`src/design/ocd_pkg.sv`:
```
// Constants, state codes and carriers of the operator command decoder
package ocd_pkg;

    // ==========================================================
    // Register map (byte addresses)
    localparam logic [7:0] ADDR_CFG    = 8'h00;
    localparam logic [7:0] ADDR_MAG_M  = 8'h04;
    localparam logic [7:0] ADDR_MAG_N  = 8'h08;
    localparam logic [7:0] ADDR_RATE1  = 8'h0c;
    localparam logic [7:0] ADDR_RATE2  = 8'h10;
    localparam logic [7:0] ADDR_STATUS = 8'h14;
    localparam logic [7:0] ADDR_OVR    = 8'h18;

    // ==========================================================
    // Field positions
    localparam int CFG_FALL_EN_BIT = 0;
    localparam int CFG_WHEELS_LSB  = 1;
    localparam int OP_SEL_LSB      = 0;
    localparam int REMOTE_BIT      = 5;
    localparam int WHEEL1_SEL_LSB  = 0;
    localparam int WHEEL2_SEL_LSB  = 4;
    localparam int START_BIT       = 2;
    localparam int HOLD_BIT        = 5;
    localparam int ST_CYC_LSB      = 4;
    localparam int ST_POS_LSB      = 8;
    localparam int ST_NEG_LSB      = 10;

    // ==========================================================
    // Reset values and limits
    localparam logic       RST_FALL_EN = 1'b1;
    localparam logic [1:0] RST_WHEELS  = 2'h2;
    localparam logic [6:0] RST_MAG_M   = 7'h01;
    localparam logic [9:0] RST_MAG_N   = 10'h001;
    localparam logic [6:0] MAG_M_MAX   = 7'h7f;
    localparam logic [9:0] MAG_N_MAX   = 10'h3e8;
    localparam logic [9:0] SCALE_X1    = 10'h001;
    localparam logic [9:0] SCALE_X10   = 10'h00a;
    localparam logic [2:0] OP_DATA_IN  = 3'h0;
    localparam logic [2:0] OP_MEMORY   = 3'h1;

    // ==========================================================
    // Codes and carriers
    typedef enum logic [3:0] {
        MODE_NONE = 4'b0001,
        MODE_MDI  = 4'b0010,
        MODE_MEM  = 4'b0100,
        MODE_RMT  = 4'b1000
    } ocd_mode_t;

    typedef enum logic [2:0] {
        CYC_IDLE = 3'b001,
        CYC_RUN  = 3'b010,
        CYC_HOLD = 3'b100
    } ocd_cyc_t;

    // Command bytes as the sequence controller drives them
    typedef struct packed {
        logic [7:0] op_byte;
        logic [7:0] jog_lo;
        logic [7:0] jog_hi;
        logic [7:0] pos_block;
        logic [7:0] neg_block;
        logic [7:0] wheel_byte;
        logic [7:0] start_byte;
        logic [7:0] hold_byte;
        logic       handle_scale_sel_lo;
        logic       handle_scale_sel_hi;
    } ocd_cmd_t;

    // One handle move: axis one-hot, dir 1 is positive
    typedef struct packed {
        logic       valid;
        logic [1:0] axis;
        logic       dir;
        logic [9:0] amount;
    } ocd_move_t;

endpackage

```
`src/design/ocd_top.sv`:
```
// Operator command decoder: modes, overrides, interlocks, handles, cycle start
//
// Design decisions made here: the address-and-strobe port and the register addresses.
`timescale 1ns/1ps
`default_nettype none
module ocd_top #(
    parameter int unsigned WHEELS_MAX = 2
) (
    input  wire logic                               clk_i,
    input  wire logic                               rstn_i,
    input  wire ocd_pkg::ocd_cmd_t                  cmd_i,
    input  wire logic [WHEELS_MAX-1:0]              pulse_gen_phase_one_i,
    input  wire logic [WHEELS_MAX-1:0]              pulse_gen_phase_two_i,
    input  wire logic                               cycle_end_i,
    input  wire logic [7:0]                         addr_i,
    input  wire logic [31:0]                        wdata_i,
    input  wire logic                               wr_i,
    input  wire logic                               rd_i,
    output logic      [31:0]                        rdata_o,
    output ocd_pkg::ocd_mode_t                      mode_o,
    output logic      [15:0]                        jog_ovr_o,
    output logic      [1:0][15:0]                   jog_rate_o,
    output logic      [1:0]                         dir_axis_block_pos_o,
    output logic      [1:0]                         dir_axis_block_neg_o,
    output ocd_pkg::ocd_move_t [WHEELS_MAX-1:0]     hmove_o,
    output logic                                    cycle_start_o,
    output logic                                    feed_enable_o,
    output logic                                    feed_held_o
);
    // ==========================================================
    // Elaboration check
    if (WHEELS_MAX < 1 || WHEELS_MAX > 2) begin : g_bad_wheels
        $error("WHEELS_MAX must be 1 or 2");
    end

    typedef struct packed {
        ocd_pkg::ocd_cmd_t                      cmd;
        logic                                   start_prev;
        ocd_pkg::ocd_mode_t                     mode;
        ocd_pkg::ocd_cyc_t                      cyc;
        logic                                   cycle_start;
        logic                                   fall_en;
        logic [1:0]                             wheel_cnt;
        logic [6:0]                             mag_m;
        logic [9:0]                             mag_n;
        logic [1:0][15:0]                       rate;
        ocd_pkg::ocd_move_t [WHEELS_MAX-1:0]    move;
        logic [31:0]                            rdata;
    } ocd_top_state_t;

    ocd_top_state_t st_r;
    ocd_top_state_t st_nxt;

    logic [WHEELS_MAX-1:0] q_step;
    logic [WHEELS_MAX-1:0] q_dir;
    logic [15:0]           ovr_pct;

    // ==========================================================
    // Decoding helpers
    function automatic ocd_pkg::ocd_mode_t decode_mode(input logic [7:0] b);
        logic [2:0] op;
        op = b[ocd_pkg::OP_SEL_LSB +: 3];
        if (op == ocd_pkg::OP_DATA_IN) begin
            return ocd_pkg::MODE_MDI;
        end else if (op == ocd_pkg::OP_MEMORY) begin
            return b[ocd_pkg::REMOTE_BIT] ? ocd_pkg::MODE_RMT : ocd_pkg::MODE_MEM;
        end
        return ocd_pkg::MODE_NONE;
    endfunction

    // Wheel one has a third select bit; any code beyond 01 and 10 selects nothing
    function automatic logic [1:0] wheel_axis(input logic [7:0] b, input int w);
        logic [2:0] sel;
        sel = (w == 0) ? b[ocd_pkg::WHEEL1_SEL_LSB +: 3]
                       : {1'b0, b[ocd_pkg::WHEEL2_SEL_LSB +: 2]};
        case (sel)
            3'h1:    return 2'b01;
            3'h2:    return 2'b10;
            default: return 2'b00;
        endcase
    endfunction

    function automatic logic [9:0] scale_amt(input logic lo, input logic hi,
                                             input logic [6:0] m, input logic [9:0] n);
        unique case ({lo, hi})
            2'b00: return ocd_pkg::SCALE_X1;
            2'b01: return ocd_pkg::SCALE_X10;
            2'b10: return {3'h0, m};
            2'b11: return n;
        endcase
    endfunction

    // ==========================================================
    // Wheels and override decoder
    for (genvar w = 0; w < WHEELS_MAX; w++) begin : g_wheel
        ocd_quad u_quad (
            .clk_i                 (clk_i),
            .rstn_i                (rstn_i),
            .pulse_gen_phase_one_i (pulse_gen_phase_one_i[w]),
            .pulse_gen_phase_two_i (pulse_gen_phase_two_i[w]),
            .step_o                (q_step[w]),
            .dir_o                 (q_dir[w])
        );
    end

    ocd_ovr u_ovr (
        .clk_i   (clk_i),
        .rstn_i  (rstn_i),
        .raw_n_i ({st_r.cmd.jog_hi, st_r.cmd.jog_lo}),
        .pct_o   (ovr_pct)
    );

    // ==========================================================
    // Next state
    logic start_fall;
    logic hold_n;
    logic auto_ok;

    always_comb begin
        st_nxt = st_r;
        st_nxt.cmd = cmd_i;
        st_nxt.start_prev = st_r.cmd.start_byte[ocd_pkg::START_BIT];
        st_nxt.mode = decode_mode(st_r.cmd.op_byte);
        st_nxt.cycle_start = 1'b0;
        st_nxt.rdata = 32'h0000_0000;

        start_fall = st_r.start_prev && !st_r.cmd.start_byte[ocd_pkg::START_BIT];
        hold_n = st_r.cmd.hold_byte[ocd_pkg::HOLD_BIT];
        auto_ok = (st_r.mode != ocd_pkg::MODE_NONE);

        // Cycle sequencing; an end request wins over a hold change
        unique case (st_r.cyc)
            ocd_pkg::CYC_IDLE: begin
                if (start_fall && st_r.fall_en && auto_ok && hold_n) begin
                    st_nxt.cyc = ocd_pkg::CYC_RUN;
                    st_nxt.cycle_start = 1'b1;
                end
            end
            ocd_pkg::CYC_RUN: begin
                if (cycle_end_i) begin
                    st_nxt.cyc = ocd_pkg::CYC_IDLE;
                end else if (!hold_n) begin
                    st_nxt.cyc = ocd_pkg::CYC_HOLD;
                end
            end
            ocd_pkg::CYC_HOLD: begin
                if (cycle_end_i) begin
                    st_nxt.cyc = ocd_pkg::CYC_IDLE;
                end else if (hold_n) begin
                    st_nxt.cyc = ocd_pkg::CYC_RUN;
                end
            end
            default: st_nxt.cyc = ocd_pkg::CYC_IDLE;
        endcase

        // Handle moves; a blocked direction drops the pulse rather than queue it
        for (int w = 0; w < WHEELS_MAX; w++) begin
            st_nxt.move[w].axis = wheel_axis(st_r.cmd.wheel_byte, w);
            st_nxt.move[w].dir = q_dir[w];
            st_nxt.move[w].amount = scale_amt(st_r.cmd.handle_scale_sel_lo,
                                              st_r.cmd.handle_scale_sel_hi,
                                              st_r.mag_m, st_r.mag_n);
            st_nxt.move[w].valid = q_step[w]
                && (w < int'(st_r.wheel_cnt))
                && (st_nxt.move[w].axis != 2'b00)
                && ((st_nxt.move[w].axis & (q_dir[w] ? st_r.cmd.pos_block[1:0]
                                                     : st_r.cmd.neg_block[1:0])) == 2'b00);
        end

        // Register writes; out-of-range values leave the old setting
        if (wr_i) begin
            case (addr_i)
                ocd_pkg::ADDR_CFG: begin
                    st_nxt.fall_en = wdata_i[ocd_pkg::CFG_FALL_EN_BIT];
                    if (wdata_i[ocd_pkg::CFG_WHEELS_LSB +: 2] != 2'h0
                        && 32'(wdata_i[ocd_pkg::CFG_WHEELS_LSB +: 2]) <= WHEELS_MAX) begin
                        st_nxt.wheel_cnt = wdata_i[ocd_pkg::CFG_WHEELS_LSB +: 2];
                    end
                end
                ocd_pkg::ADDR_MAG_M: begin
                    if (wdata_i[31:0] != 32'h0000_0000 && wdata_i[31:0] <= 32'(ocd_pkg::MAG_M_MAX)) begin
                        st_nxt.mag_m = wdata_i[6:0];
                    end
                end
                ocd_pkg::ADDR_MAG_N: begin
                    if (wdata_i[31:0] != 32'h0000_0000 && wdata_i[31:0] <= 32'(ocd_pkg::MAG_N_MAX)) begin
                        st_nxt.mag_n = wdata_i[9:0];
                    end
                end
                ocd_pkg::ADDR_RATE1: st_nxt.rate[0] = wdata_i[15:0];
                ocd_pkg::ADDR_RATE2: st_nxt.rate[1] = wdata_i[15:0];
                default: ;
            endcase
        end

        // Reads answer in the next cycle; unmapped addresses read zero
        if (rd_i) begin
            case (addr_i)
                ocd_pkg::ADDR_CFG:    st_nxt.rdata = {29'h0, st_r.wheel_cnt, st_r.fall_en};
                ocd_pkg::ADDR_MAG_M:  st_nxt.rdata = {25'h0, st_r.mag_m};
                ocd_pkg::ADDR_MAG_N:  st_nxt.rdata = {22'h0, st_r.mag_n};
                ocd_pkg::ADDR_RATE1:  st_nxt.rdata = {16'h0, st_r.rate[0]};
                ocd_pkg::ADDR_RATE2:  st_nxt.rdata = {16'h0, st_r.rate[1]};
                ocd_pkg::ADDR_STATUS: st_nxt.rdata = {20'h0, st_r.cmd.neg_block[1:0],
                                                      st_r.cmd.pos_block[1:0], 1'b0,
                                                      st_r.cyc, st_r.mode};
                ocd_pkg::ADDR_OVR:    st_nxt.rdata = {16'h0, ovr_pct};
                default:              st_nxt.rdata = 32'h0000_0000;
            endcase
        end
    end

    // ==========================================================
    // State register
    always_ff @(posedge clk_i) begin
        if (!rstn_i) begin
            st_r <= '0;
            st_r.mode <= ocd_pkg::MODE_NONE;
            st_r.cyc <= ocd_pkg::CYC_IDLE;
            st_r.fall_en <= ocd_pkg::RST_FALL_EN;
            st_r.wheel_cnt <= ocd_pkg::RST_WHEELS;
            st_r.mag_m <= ocd_pkg::RST_MAG_M;
            st_r.mag_n <= ocd_pkg::RST_MAG_N;
        end else begin
            st_r <= st_nxt;
        end
    end

    assign rdata_o              = st_r.rdata;
    assign mode_o               = st_r.mode;
    assign jog_ovr_o            = ovr_pct;
    assign jog_rate_o           = st_r.rate;
    assign dir_axis_block_pos_o = st_r.cmd.pos_block[1:0];
    assign dir_axis_block_neg_o = st_r.cmd.neg_block[1:0];
    assign hmove_o              = st_r.move;
    assign cycle_start_o        = st_r.cycle_start;
    assign feed_enable_o        = (st_r.cyc == ocd_pkg::CYC_RUN);
    assign feed_held_o          = (st_r.cyc == ocd_pkg::CYC_HOLD);
endmodule
`default_nettype wire

```
`src/design/ocd_quad.sv`:
```
// Quadrature decoder for one manual pulse wheel
`timescale 1ns/1ps
`default_nettype none
module ocd_quad (
    input  wire logic clk_i,
    input  wire logic rstn_i,
    input  wire logic pulse_gen_phase_one_i,
    input  wire logic pulse_gen_phase_two_i,
    output logic      step_o,
    output logic      dir_o
);
    typedef struct packed {
        logic a_r;
        logic b_r;
        logic step;
        logic dir;
    } ocd_quad_state_t;

    ocd_quad_state_t st_r;
    ocd_quad_state_t st_nxt;

    // ==========================================================
    // Phase tracking
    always_comb begin
        st_nxt     = st_r;
        st_nxt.a_r = pulse_gen_phase_one_i;
        st_nxt.b_r = pulse_gen_phase_two_i;
        // One phase changing is a step; both at once is noise and is dropped
        st_nxt.step = (pulse_gen_phase_one_i ^ st_r.a_r) ^ (pulse_gen_phase_two_i ^ st_r.b_r);
        st_nxt.dir  = st_r.a_r ^ pulse_gen_phase_two_i;
    end

    always_ff @(posedge clk_i) begin
        if (!rstn_i) begin
            st_r <= '0;
        end else begin
            st_r <= st_nxt;
        end
    end

    assign step_o = st_r.step;
    assign dir_o  = st_r.dir;
endmodule
`default_nettype wire

```
`src/design/ocd_ovr.sv`:
```
// Jog override decoder: inverted sixteen bits to hundredths of a percent
`timescale 1ns/1ps
`default_nettype none
module ocd_ovr (
    input  wire logic        clk_i,
    input  wire logic        rstn_i,
    input  wire logic [15:0] raw_n_i,
    output logic      [15:0] pct_o
);
    typedef struct packed {
        logic [15:0] pct;
    } ocd_ovr_state_t;

    ocd_ovr_state_t st_r;
    ocd_ovr_state_t st_nxt;

    always_comb begin
        st_nxt = st_r;
        // All zeros would invert to full scale; it means zero as well
        if (raw_n_i == 16'h0000) begin
            st_nxt.pct = 16'h0000;
        end else begin
            st_nxt.pct = ~raw_n_i;
        end
    end

    always_ff @(posedge clk_i) begin
        if (!rstn_i) begin
            st_r <= '0;
        end else begin
            st_r <= st_nxt;
        end
    end

    assign pct_o = st_r.pct;
endmodule
`default_nettype wire

```
`config.mk`:
```
export PLATFORM = sky130hd
export DESIGN_NAME = ocd_top
export DESIGN_NICKNAME = d
export VERILOG_FILES = /design/src/design/ocd_pkg.sv /design/src/design/ocd_top.sv /design/src/design/ocd_quad.sv /design/src/design/ocd_ovr.sv
export SDC_FILE = /design/constraint.sdc
export NUM_CORES = 1
export LEC_CHECK = 0
export BUFFER_PORTS_ARGS = -buffer_cell sky130_fd_sc_hd__buf_4
export CAP_MARGIN = 20
export CORE_MARGIN = 5
export CORE_UTILIZATION = 45
export CTS_BUF_LIST = sky130_fd_sc_hd__clkbuf_16
export DETAILED_ROUTE_END_ITERATION = 10
export PLACE_DENSITY = 0.76
export SYNTH_ARGS = -nofsm -noshare
export SYNTH_HDL_FRONTEND = slang
export SYNTH_SLANG_ARGS = --single-unit
```
`constraint.sdc`:
```
create_clock -name clk_i -period 2.3 [get_ports clk_i]
set_input_delay 0.69 -clock clk_i [delete_from_list [all_inputs] [get_ports clk_i]]
set_output_delay 0.69 -clock clk_i [all_outputs]
set_load 0.02 [all_outputs]
```
==> After elaboration in Yosys (flattened, before gate mapping) <==
Index checks and enable logic that the tools add are counted.
Widths: inputs -> output; s select.
{ "op_classes": {"add_sub_neg": 0, "mul": 0, "n_div": 0, "n_lt_le_gt_ge": 5, "eq_ne": 21, "shift": 0, "mux": 17, "n_bitwise": 13, "n_reduce_logical": 36} }
{ "ops": {"columns": ["op", "count"], "rows": [
  ["$pmux 16 s7", 1],
  ["$pmux 10 s4", 1],
  ["$le 32x10->1 const B", 1],
  ["$le 32x7->1 const B", 1],
  ["$reduce_bool 32->1", 1],
  ["$eq 8x5->1 const B", 3],
  ["$eq 8x4->1 const B", 2],
  ["$logic_not 16->1", 1],
  ["$not 16->16", 1],
  ["$logic_and 1x1->1", 13],
  ["$mux 3", 4],
  ["$mux 4", 3],
  ["$reduce_and 2->1", 6],
  ["$reduce_and 3->1", 4],
  ["$eq 3x1->1 const B", 3],
  ["$pmux 3 s3", 1],
  ["$eq 8x3->1 const B", 1],
  ["$logic_not 8->1", 1],
  ["$pmux 2 s2", 2],
  ["$xor 1x1->1", 8],
  ["$eq 2x2->1 const B", 3],
  ["$eq 3x2->1 const B", 2],
  ["$logic_not 2->1", 3],
  ["$mux 2", 3],
  ["other kinds (16)", 23]
]} }
{ "totals": {"regBits": 178, "latchBits": 0, "ram_bits": 0, "romBits": 0, "input_bits": 115, "output_inout_bits": 119, "word_cells": 130, "n_memories": 0} }

==> Depth between registers and ports, before layout <==
Gate-level depths: netlist of the first run.
{ "logic_depth": {"word_depth": 7, "ltp_mapped": 6, "depth_no_buf": 4} }

==> Hierarchy <==
A second synthesis of the first run with hierarchy kept.
{ "unflattened": {"hier_cells": 727, "area_unflattened_um2": 6592.6} }
{ "modules_own_cells": {"columns": ["module", "instances", "cells_per_inst", "area_per_inst_um2", "seq_area_each_um2"], "rows": [
  ["ocd_top", 1, 667, 5843.1, 2562.5],
  ["ocd_ovr", 1, 38, 481.7, 320.3],
  ["ocd_quad", 2, 11, 133.9, 80.1]
]} }

==> Worst setup path after synthesis of the first run <==
No wires, ideal clock.
{ "synth_path": {"path_type": "input port to flip-flop", "from": "in addr_i[1]", "to": "reg st_r[102] (netlist name)", "setup_time_ns": 0.123, "t_arrival_ns": 2.254, "required_time_ns": 2.177, "slack_ns": -0.077, "cell_stages": 5, "path_buffers": 1, "path_cell_list": "or3b_1 or4_1 or4_1 buf_2 mux2i_1"} }
{ "synth_via": {"elab_chain_len": 2} }
{ "synth_rtl": {"columns": ["element", "line_no", "text"], "rows": [
  ["from (decl)", "ocd_top.sv:15", "input wire logic [7:0] addr_i,"],
  ["$eq 8x3->1", "ocd_top.sv:172", "case (addr_i)"],
  ["$reduce_and 3->1 (no line)", null, null],
  ["to (signal assigned)", "ocd_top.sv:225", "st_r <= st_nxt;"],
  ["to (decl)", "ocd_top.sv:51", "ocd_top_state_t st_r;"]
]} }
No other way between the ends.
A chain may end at the register's enable or synchronous reset.

==> Worst setup path after layout of the first run <==
{ "layout_path": {"from": "in addr_i[1]", "to": "reg st_r[107] (netlist name)"} }
The elaborated chain is that of the path after synthesis.

==> out/summary.md, run 1 <==
- **result of the run** finished clean
- **number of detailed-route iterations in the first pass** 5
- **upper clock frequency limit** 0.472 GHz
- **largest net degree at the start of global routing** 123
- **leak pwr** 3.67 nW
- **post-route clock period utilization** 92.2%
- **GRT Residual Overflow** 0
- **Synth Area per Inst** 9.48 um2
- **number of remaining DRC errors** 0
- **class of the most critical hold timing path** flip-flop to flip-flop
- **post-CTS sizing** 0
- **number of enable flip-flop cells after synthesis** 0
- **Netlist cell types** 58
- **post-synthesis sequential element count** 152
- **number of standard cells after synthesis** 697
- **initial core utilization** 45.6%
- **detailed-route wire length** 17.7 mm
- **per-cell routed wire length** 17.5 um
- **RSZ-0062 raised after global routing** false
- **number of antenna violations at the first check in global routing** 0
- **clock period minus final worst setup slack** 2.12 ns
- **number of standard-cell rows in the floorplan** 44
- **number of nets in the final layout** 935
- **instance area at placement** 7710 um2
- **final slew viol count** 0
- **top routing layer in use** met4
- **mux share of post-synthesis cell area** 9.31%
- **worst-case clock skew** 0.0170 ns
- **total setup buffers inserted after CTS** 0
- **Yosys warnings** 0
- **routed wl met3** 1.44 mm
- **synthesized-area fraction occupied by ao, oa, aoi and oai cells** 9.14%
- **clock transition at the registers of the reported paths** 0.06 ns
- **maximum clock insertion buffer count** 2
- **area grow syn2layout** 25.6%
- **CTS tree** done
- **sum of met2 wire segment lengths after detailed routing** 8.70 mm
- **Critical-path top delay cell** or4_1
- **VDD IR-drop max** 0.429 mV
- **simple-gate share of the synthesized area** 20.4%
- **full die area** 17200 um2
- **most common cell after layout, fill and taps aside** buf_4
- **horizontal die dimension** 131 um
- **placeable core region** 14500 um2
- **clock insertion delay at the later pin of the skew report** 0.43 ns
- **number of hold violations in the final report** 0
- **dpl hpwl** 13.2 mm
- **arrival time of data at the critical path endpoint** 2.47 ns
- **post-synthesis share of cell area spent on full adders, half adders and majority gates** 0.379%
- **Required @ worst endpoint** 2.65 ns
- **max incr delay on CP** 0.47 ns
- **top cell family by delay on the critical path** simple AND/OR/NAND/NOR gates
- **fraction of final layout cells with drive strength greater than 1** 31.1%
- **Netlist Area Pre-Place** 6610 um2
- **Critical Path Fanout Max** 7
- **Critical Path End Type** flip-flop
- **starting DRC count in detailed routing** 376
- **final core occ** 57.3%
- **Root Buffer Master** clkbuf_16
- **power density over the cells** 737 nW/um2
- **async set or reset register ratio after synthesis** 0%
- **number of antenna diodes** 0
- **I/O Pins** 234
- **Seq/Total Area, Yosys** 46.0%
- **via-per-instance ratio** 5.10
- **chain of cells forming the critical path** buf_4 > or3b_4 > or4_1 > or4_1 > buf_4 > mux2i_1
- **Layout fillers** 1321
- **number of buffers and inverters on the critical path** 2
- **synthesized-area fraction occupied by xor and xnor cells** 0.928%
- **weighted congestion at the end of routability-driven global placement** 0.882
- **hold slack** 0.398 ns
- **die height** 131 um
- **number of endpoints failing setup at the final stage** 0
- **Max H-tree Level** 4
- **vias in the first global route** 5076
- **startpoint type of the worst setup path** input port
- **routed metal-1 wire length** 7.10 mm
- **max-cap violation count** 0
- **Antenna Nets Post-Route** 0
- **main combinational cell family by area after synthesis** simple AND/OR/NAND/NOR gates
- **Post-Layout Inst Area** 8300 um2
- **Sinks on Clock Net** 152
- **number of buffers created by CTS** 17
- **WS Path Type** input port to flip-flop
- **total number of vias** 5176
- **count of hold-fix buffers inserted at cts** 0
- **IO Port Bufs** 184
- **most frequent cells in the layout** buf_4 (219), dfxtp_1 (152), nand2_1 (60), mux2i_1 (57), and2_1 (51)
- **overall global routing resource usage** 20.0%
- **global-route wire length before repair** 27.1 mm
- **dominant synthesized flop cell** dfxtp_1
## registers in the layout, summed over array words and instances (netlist names)
signal	flops
mode_o	4
jog_rate_o	32
dir_axis_block_pos_o	2
g_wheel.u_quad.st_r	4
g_wheel.u_quad.dir_o	2
dir_axis_block_neg_o	2
hmove_o	18
rdata_o	16
hold_n	1
g_wheel.u_quad.step_o	2
st_nxt	1
cycle_start_o	1
st_r	51
u_ovr.pct_o	16
## final timing paths
path | depth (start not counted) | start | to | slack (ns)
setup / recovery | 6 | addr_i[1] | st_r[107]$_SDFFE_PN0P_ | 0.18
hold / removal | 1 | st_r[184]$_SDFF_PN0_ | mode_o[2]$_SDFF_PP0_ | 0.40
setup reg to reg | 3 | st_r[110]$_SDFFE_PN1P_ | rdata_o[2]$_SDFF_PN0_ | 0.83
hold reg to reg | 1 | st_r[184]$_SDFF_PN0_ | mode_o[2]$_SDFF_PP0_ | 0.40
## synth_stat cells (all sizes together), types with 3 or more instances
cell | instances | area (um2)
a21boi | 19 | 143
a21oi | 7 | 35.0
a222oi | 4 | 40.0
a22oi | 8 | 60.1
and2 | 51 | 319
and3 | 8 | 50.1
buf | 106 | 777
clkbuf | 28 | 105
dfxtp | 152 | 3040
inv | 7 | 26.3
mux2 | 4 | 45.0
mux2i | 57 | 571
nand2 | 60 | 225
nand2b | 7 | 43.8
nand3 | 24 | 120
nand4 | 6 | 37.5
nor2 | 42 | 158
nor2b | 21 | 131
nor3 | 3 | 15.0
nor4 | 13 | 93.8
nor4b | 4 | 35.0
o21ai | 6 | 30.0
o22a | 3 | 26.3
o22ai | 3 | 18.8
o2bb2ai | 7 | 61.3
o32a | 3 | 30.0
or4 | 5 | 37.5
xnor2 | 5 | 43.8
## worst reg2reg max path: cells and delay by family (launching register included)
kind | cells | cell delay [ns]
AOI/OAI and AO/OA | 2 | 0.31
DFF | 1 | 0.45
and+or+nand+nor | 1 | 0.61
## power by group
part | total (mW) | switching, mW | leakage (nW) | internal [mW]
logic | 0.571 | 0.288 | 2.14 | 0.283
registers | 2.78 | 0.0658 | 1.24 | 2.72
clock network | 2.77 | 1.08 | 0.283 | 1.69
total | 6.12 | 1.44 | 3.67 | 4.69
## kinds of logic (layout without fill, tap and decap cells)
group | Yosys count | after routing
buffers and inverters | 141 | 259
and+or+nand+nor | 254 | 254
AOI/OAI and AO/OA | 79 | 79
other | 1 | 16
DFF | 152 | 152
xor gates and xnor gates | 7 | 7
adders and majority gates | 2 | 2
muxes | 61 | 61
## per-layer routing
layer  vias up  global-route usage, %
met5         -                      0
met4         0                   9.18
met2       209                   33.1
met1      2416                   23.6
li1       2517                      -
met3        34                   6.15
## cell type report
class	count	area [um2]	share of cell area [%]
Tap cell	184	230	2.77
Clock inverter	14	161	1.94
Clock buffer	17	425	5.12
Timing Repair Buffer	221	1680	20.3
Inverter	7	26.3	0.317
Sequential cell	152	3040	36.7
Multi-Input combinational cell	419	2730	32.9
## through the flow
| step | setup slack (ns) | setup TNS, ns | std cells | total power, mW |
|---|---|---|---|---|
| 3_3_place_gp | -0.213 | -2.17 | 983 | 3.40 |
| 3_5_place_dp | -0.228 | -2.21 | 983 | 3.41 |
| 2_1_floorplan | -0.0129 | -0.0741 | 712 | 3.16 |
| 4_1_cts | 0.194 | 0 | 1014 | 6.18 |
| 5_1_grt | 0.101 | 0 | 1014 | 6.33 |
| 6_report | 0.180 | 0 | 1014 | 6.12 |
Power figures use the tool's default switching activity.
==> inputs of run 2 (changes only) <==
- CTS_BUF_LIST: sky130_fd_sc_hd__clkbuf_16 -> default
- SYNTH_HIERARCHICAL: default -> 1
==> out/summary.md, run 2 <==
- **max-cap violation count** 0, unchanged
- **largest net degree at the start of global routing** 29, -76%
- **reg-to-reg critical path startpoint** st_r[176]$_SDFF_PN0_
- **number of standard-cell rows in the floorplan** 44, unchanged
- **number of antenna violations at the first check in global routing** 0, unchanged
- **IO Port Bufs** 184, unchanged
- **starting DRC count in detailed routing** 338, -10%
- **async set or reset register ratio after synthesis** 0%, unchanged
- **final slew viol count** 0, unchanged
- **I/O Pins** 234, unchanged
- **Yosys warnings** 6, +6
- **number of standard cells after synthesis** 727, +4.3%
- **top area cells in the synthesized netlist** dfxtp_1 (46%), buf_4 (12%), nand2_1 (5.9%), and2_1 (4.6%), a21oi_1 (4.2%)
- **Synth Area per Inst** 9.07 um2, -4.4%
- **Sinks on Clock Net** 152, unchanged
- **simple-gate share of the synthesized area** 22.2%, +1.8 points
- **post-synthesis sequential element count** 152, unchanged
- **upper clock frequency limit** 0.495 GHz, +4.9%
- **number of endpoints failing setup at the final stage** 0, unchanged
- **largest register by flop count** st_r
- **global-route wire length before repair** 26.3 mm, -3.0%
- **cell depth of the worst min-delay path** 1, unchanged
- **weighted congestion at the end of routability-driven global placement** 0.879, -0.33%
- **most common cell after layout, fill and taps aside** buf_4
- **number of antenna diodes** 0, unchanged
- **clock transition at the registers of the reported paths** 0.06 ns, about the same
- **Netlist Area Pre-Place** 6590 um2, -0.25%
- **Required @ worst endpoint** 1.61 ns, -1.04 ns
- **vias in the first global route** 5019, -1.1%
- **dominant synthesized flop cell** dfxtp_1
- **number of hold violations in the final report** 0, unchanged
- **share of the synthesized area in the top cell type** 46.2%, +0.11 points
- **clock period minus final worst setup slack** 2.02 ns, -0.0989 ns
- **Worst Min Path Start** st_r[166]$_SDFF_PN0_
- **via-per-instance ratio** 5.06, -0.86%
- **most frequent cells in the layout** buf_4 (217), dfxtp_1 (152), nand2_1 (104), a21oi_1 (55), and2_1 (48)
- **startpoint type of the worst setup path** flip-flop
- **number of enable flip-flop cells after synthesis** 0, unchanged
- **number of nets in the final layout** 960, +2.7%
- **power density over the cells** 755 nW/um2, +2.4%
- **total setup buffers inserted after CTS** 0, unchanged
- **number of buffers created by CTS** 17, unchanged
- **Seq. cell area** 3040 um2, unchanged
- **overall global routing resource usage** 20.4%, +0.43 points
- **synthesized-area fraction occupied by xor and xnor cells** 0.930%, +0.0023 points
- **VDD IR-drop max** 0.554 mV, +29%
- **result of the run** finished clean
- **detailed-route wire length** 17.6 mm, -0.90%
- **Critical-path top delay cell** dfxtp_1
- **Fin Setup TNS** 0 ns, unchanged
- **post-route clock period utilization** 87.9%, -4.3 points
- **post-CTS sizing** 0, unchanged
- **Critical Path Start** st_r[115]$_SDFFE_PN0P_
- **area of the multi-input gates** 2660 um2, -2.8%
- **GRT Residual Overflow** 0, unchanged
- **RSZ-0062 raised after global routing** false
- **Root Buffer Master** clkbuf_16
- **area grow syn2layout** 24.7%
- **Antenna Nets Post-Route** 0, unchanged
- **mux share of post-synthesis cell area** 5.62%, -3.7 points
- **total number of vias** 5263, +1.7%
- **per-cell routed wire length** 16.9 um, -3.4%
- **Seq/Total Area, Yosys** 46.2%, +0.11 points
- **leak pwr** 3.47 nW, -5.4%
- **placeable core region** 14400 um2, -0.38%
- **synthesized-area fraction occupied by ao, oa, aoi and oai cells** 10.3%, +1.1 points
- **number of remaining DRC errors** 0, unchanged
- **Critical Path End Type** output port
- **chain of cells forming the critical path** nand2b_1 > nor2_1 > buf_4
- **clock insertion delay at the later pin of the skew report** 0.42 ns, about the same
- **initial core utilization** 45.7%, +0.061 points
- **full die area** 17200 um2, -0.23%
- **dpl hpwl** 13.6 mm, +2.7%
- **die height** 131 um, -0.11%
- **most used standard cell by instance count after synthesis** dfxtp_1
- **Max H-tree Level** 4, unchanged
- **Cell Count Post-Placement** 1008, +2.5%
- **count of hold-fix buffers inserted at cts** 0, unchanged
- **worst-case clock skew** 0.00899 ns, -0.00799 ns
- **arrival time of data at the critical path endpoint** 1.33 ns, -1.14 ns
- **CTS tree** done
- **number of detailed-route iterations in the first pass** 5, unchanged
- **horizontal die dimension** 131 um, -0.11%
- **WS Path Type** flip-flop to output port
- **max incr delay on CP** 0.53 ns, +0.06 ns
- **main combinational cell family by area after synthesis** simple AND/OR/NAND/NOR gates
- **top cells by instance count after synthesis** dfxtp_1 (152), nand2_1 (104), buf_4 (101), a21oi_1 (55), and2_1 (48)
- **post-synthesis share of cell area spent on full adders, half adders and majority gates** 0.380%, +0.00093 points
- **Critical Path Fanout Max** 9, +2
- **class of the most critical hold timing path** flip-flop to flip-flop
- **Yosys top cell by area** dfxtp_1
- **Netlist cell types** 58, unchanged
- **number of cells on the worst reg-to-reg path** 4, +1
- **Layout fillers** 1290, -2.3%
- **Largest register FFs** 51, unchanged
- **maximum clock insertion buffer count** 2, unchanged
- **final instance count without filler cells** 1040, +2.6%
- **fraction of final layout cells with drive strength greater than 1** 33.3%, +2.2 points
run 2: cell count changes in the layout (fill, tap and decap cells not counted), moves of 10 or more:
| cell | previous run | this run |
|---|---|---|
| mux2i_1 | 57 | 19 |
| a21oi_1 | 7 | 55 |
| nor2_2 | 0 | 10 |
| o21ai_0 | 6 | 19 |
| mux2_2 | 4 | 14 |
| nand2_1 | 60 | 104 |
| a21boi_0 | 19 | 0 |
| a22o_1 | 0 | 12 |
| nor2b_1 | 21 | 8 |
run 2: logic make-up (layout without fill, tap and decap cells):
family | Yosys count | count (layout)
AO/OA/AOI/OAI | 109 | 109
multiplexers | 34 | 34
flip-flops | 152 | 152
buffers and inverters | 142 | 256
adder cells (fa/ha/maj) | 2 | 2
XOR/XNOR | 7 | 7
other | 1 | 16
AND/OR/NAND/NOR | 280 | 280
run 2: critical path: cells and delay by family (launching register included):
kind,cells,cell delay (ns)
simple gates,2,0.23
buf+inv,1,0.15
flops,1,0.53
run 2: area by class of cell:
| cell class | count | share of cell area (%) |
|---|---|---|
| Clock buffer | 21 | 5.48 |
| Clock inverter | 11 | 2.08 |
| Inverter | 6 | 0.274 |
| Multi-Input combinational cell | 448 | 32.3 |
| Sequential cell | 152 | 37.0 |
| Tap cell | 184 | 2.80 |
| Timing Repair Buffer | 218 | 20.1 |
run 2: per-stage QoR:
stage | utilization (%) | area (um2) | setup WS (ns) | hold slack, ns | power, mW
after global placement | 52.7 | 7600 | -0.0387 | 0.392 | 3.34
after global routing | 57.0 | 8220 | 0.166 | 0.423 | 6.41
final | 57.0 | 8220 | 0.279 | 0.397 | 6.21
after detailed placement | 52.7 | 7600 | -0.100 | 0.395 | 3.35
after CTS | 57.0 | 8220 | 0.257 | 0.400 | 6.26
after floorplan | - | 6650 | 0.0840 | 0.382 | 3.12
run 2: routing by layer:
metal	routed length, um	vias up	track usage [%]
li1	-	2572	-
met1	6900	2418	25.1
met2	8300	243	32.9
met3	1860	30	7.20
met4	501	0	7.68
met5	0	-	0
run 2: report_power, final:
| group | internal [mW] | leakage (nW) | total, mW | switching (mW) |
|---|---|---|---|---|
| Combinational | 0.254 | 1.94 | 0.529 | 0.275 |
| Sequential | 2.71 | 1.24 | 2.77 | 0.0559 |
| Clock | 1.84 | 0.286 | 2.92 | 1.07 |
| Total | 4.81 | 3.47 | 6.21 | 1.40 |
run 2: worst paths after layout:
kind | end | slack, ns
setup / recovery | feed_held_o | 0.28
hold reg to reg | u_ovr/pct_o[11]$_SDFF_PP0_ | 0.40
hold / removal | u_ovr/pct_o[11]$_SDFF_PP0_ | 0.40
setup reg to reg | u_ovr/pct_o[0]$_SDFF_PP0_ | 0.65
==> inputs of run 3 (changes only) <==
- CORE_MARGIN: 5 -> default
- CORE_UTILIZATION: 45 -> 35
- PLACE_DENSITY: 0.76 -> default
==> out/summary.md, run 3 (synthesis gave the netlist of run 2 again) <==
- **result of the run** complete, but fails checks
- **failing checks** DRC
- **die height** 139 um, +6.3%
- **per-cell routed wire length** 16.7 um, -0.91%
- **IO Port Bufs** 184, unchanged
- **fraction of final layout cells with drive strength greater than 1** 33.9%, +0.58 points
- **GRT Residual Overflow** 0, unchanged
- **power density over the cells** 745 nW/um2, -1.3%
- **area grow syn2layout** 26.0%
- **WS Path Type** input port to flip-flop
- **upper clock frequency limit** 0.466 GHz, -5.8%
- **horizontal die dimension** 139 um, +6.3%
- **final slew viol count** 0, unchanged
- **relative slew slack** 61.6%
- **largest register by flop count** st_r
- **number of detailed-route iterations in the first pass** 10, +5
- **number of nets in the final layout** 967, +0.73%
- **worst-case clock skew** 0.0105 ns, +0.00151 ns
- **RSZ-0062 raised after global routing** false
- **placeable core region** 18200 um2, +26%
- **Required @ worst endpoint** 2.65 ns, +1.04 ns
- **actual transition at the worst max-transition pin** 0.571 ns
- **largest net degree at the start of global routing** 25, -14%
- **I/O Pins** 234, unchanged
- **CTS tree** done
- **vias in the first global route** 4989, -0.60%
- **startpoint type of the worst setup path** input port
- **number of remaining DRC errors** 12, +12
- **Largest register FFs** 51, unchanged
- **VDD IR-drop max** 0.504 mV, -9.1%
- **full die area** 19400 um2, +13%
- **number of hold violations in the final report** 0, unchanged
- **post-route clock period utilization** 93.3%, +5.4 points
- **maximum clock insertion buffer count** 2, unchanged
- **post-CTS sizing** 0, unchanged
- **most frequent cells in the layout** buf_4 (225), dfxtp_1 (152), nand2_1 (104), a21oi_1 (55), and2_1 (48)
- **arrival time of data at the critical path endpoint** 2.49 ns, +1.16 ns
- **final core occ** 45.6%, -11 points
- **weighted congestion at the end of routability-driven global placement** 0.887, +0.86%
- **dpl hpwl** 14.2 mm, +4.7%
- **Sinks on Clock Net** 152, unchanged
- **overall global routing resource usage** 19.2%, -1.2 points
- **Critical Path Fanout Max** 10, +1
- **max-cap violation count** 0, unchanged
- **leak pwr** 3.51 nW, +1.2%
- **Max H-tree Level** 4, unchanged
- **count of hold-fix buffers inserted at cts** 0, unchanged
- **number of endpoints failing setup at the final stage** 0, unchanged
- **class of the most critical hold timing path** flip-flop to flip-flop
- **global-route wire length before repair** 28.0 mm, +6.4%
- **clock transition at the registers of the reported paths** 0.06 ns, about the same
- **number of standard-cell rows in the floorplan** 49, +11%
- **clock period minus final worst setup slack** 2.14 ns, +0.124 ns
- **number of antenna violations at the first check in global routing** 1, +1
- **Critical Path End Type** flip-flop
- **total number of vias** 5285, +0.42%
- **starting DRC count in detailed routing** 389, +15%
- **Antenna Nets Post-Route** 0, unchanged
- **initial core utilization** 36.2%, -9.5 points
- **hold slack** 0.401 ns, +0.00374 ns
- **number of buffers created by CTS** 17, unchanged
- **most common cell after layout, fill and taps aside** buf_4
- **via-per-instance ratio** 4.84, -4.4%
- **clock insertion delay at the later pin of the skew report** 0.42 ns, about the same
- **Root Buffer Master** clkbuf_16
- **detailed-route wire length** 18.3 mm, +4.0%
- **total setup buffers inserted after CTS** 0, unchanged
[run 3: changes by cell type in the layout (fill, tap and decap cells not counted)]
cell and change:
diode_2 +1, buf_12 -1, clkinv_4 +1, clkbuf_8 -1, buf_4 +8, clkinvlp_4 -4, clkbuf_1 -1, inv_6 +1
clkinv_2 +3
[run 3: critical path, cell delays in order]
cell	delay, ns
buf_4	0.11
nor4_1	0.36
buf_4	0.18
nand2_1	0.05
buf_4	0.14
nor4_4	0.32
and4_4	0.43
mux2i_1	0.22
[run 3: routing by layer]
| metal | up-vias | part of all wire [%] | track usage [%] |
|---|---|---|---|
| met2 | 225 | 47 | 30.6 |
| li1 | 2584 | - | - |
| met5 | - | 0 | 0 |
| met1 | 2452 | 42 | 23.9 |
| met4 | 0 | 1.9 | 6.49 |
| met3 | 24 | 9.3 | 6.78 |
[run 3: through the flow]
stage	setup TNS (ns)	total power, mW	std cells	area (um2)	setup WS (ns)
floorplan	0	3.12	742	6650	0.0840
global placement	-2.22	3.36	1060	7700	-0.159
detailed placement	-3.28	3.36	1060	7700	-0.267
CTS	0	6.25	1091	8300	0.158
global route	0	6.43	1092	8310	0.0604
finish	0	6.19	1092	8310	0.155
[run 3: path summary, 6_finish.rpt]
kind | startpoint | to | slack, ns | cells past startpoint
hold reg to reg | st_r[184]$_SDFF_PN0_ | mode_o[2]$_SDFF_PP0_ | 0.40 | 1
setup reg to reg | st_r[176]$_SDFF_PN0_ | u_ovr/pct_o[0]$_SDFF_PP0_ | 0.66 | 4
setup / recovery | wdata_i[25] | st_r[99]$_SDFFE_PN0P_ | 0.16 | 8
hold / removal | st_r[184]$_SDFF_PN0_ | mode_o[2]$_SDFF_PP0_ | 0.40 | 1
[run 3: power breakdown]
part	total (mW)	internal [mW]	switching [mW]
clock network	2.89	1.81	1.08
logic	0.533	0.256	0.277
registers	2.77	2.71	0.0574
total	6.19	4.77	1.42
[run 3: layout make-up]
class,count,area [um2]
diodes,1,2.50
clock buffers,19,433
clock inverters,12,174
fillers,1741,9900
inverters,6,22.5
multi-input cells,448,2660
flip-flops and latches,152,3040
well taps,229,287
repair buffers,225,1690
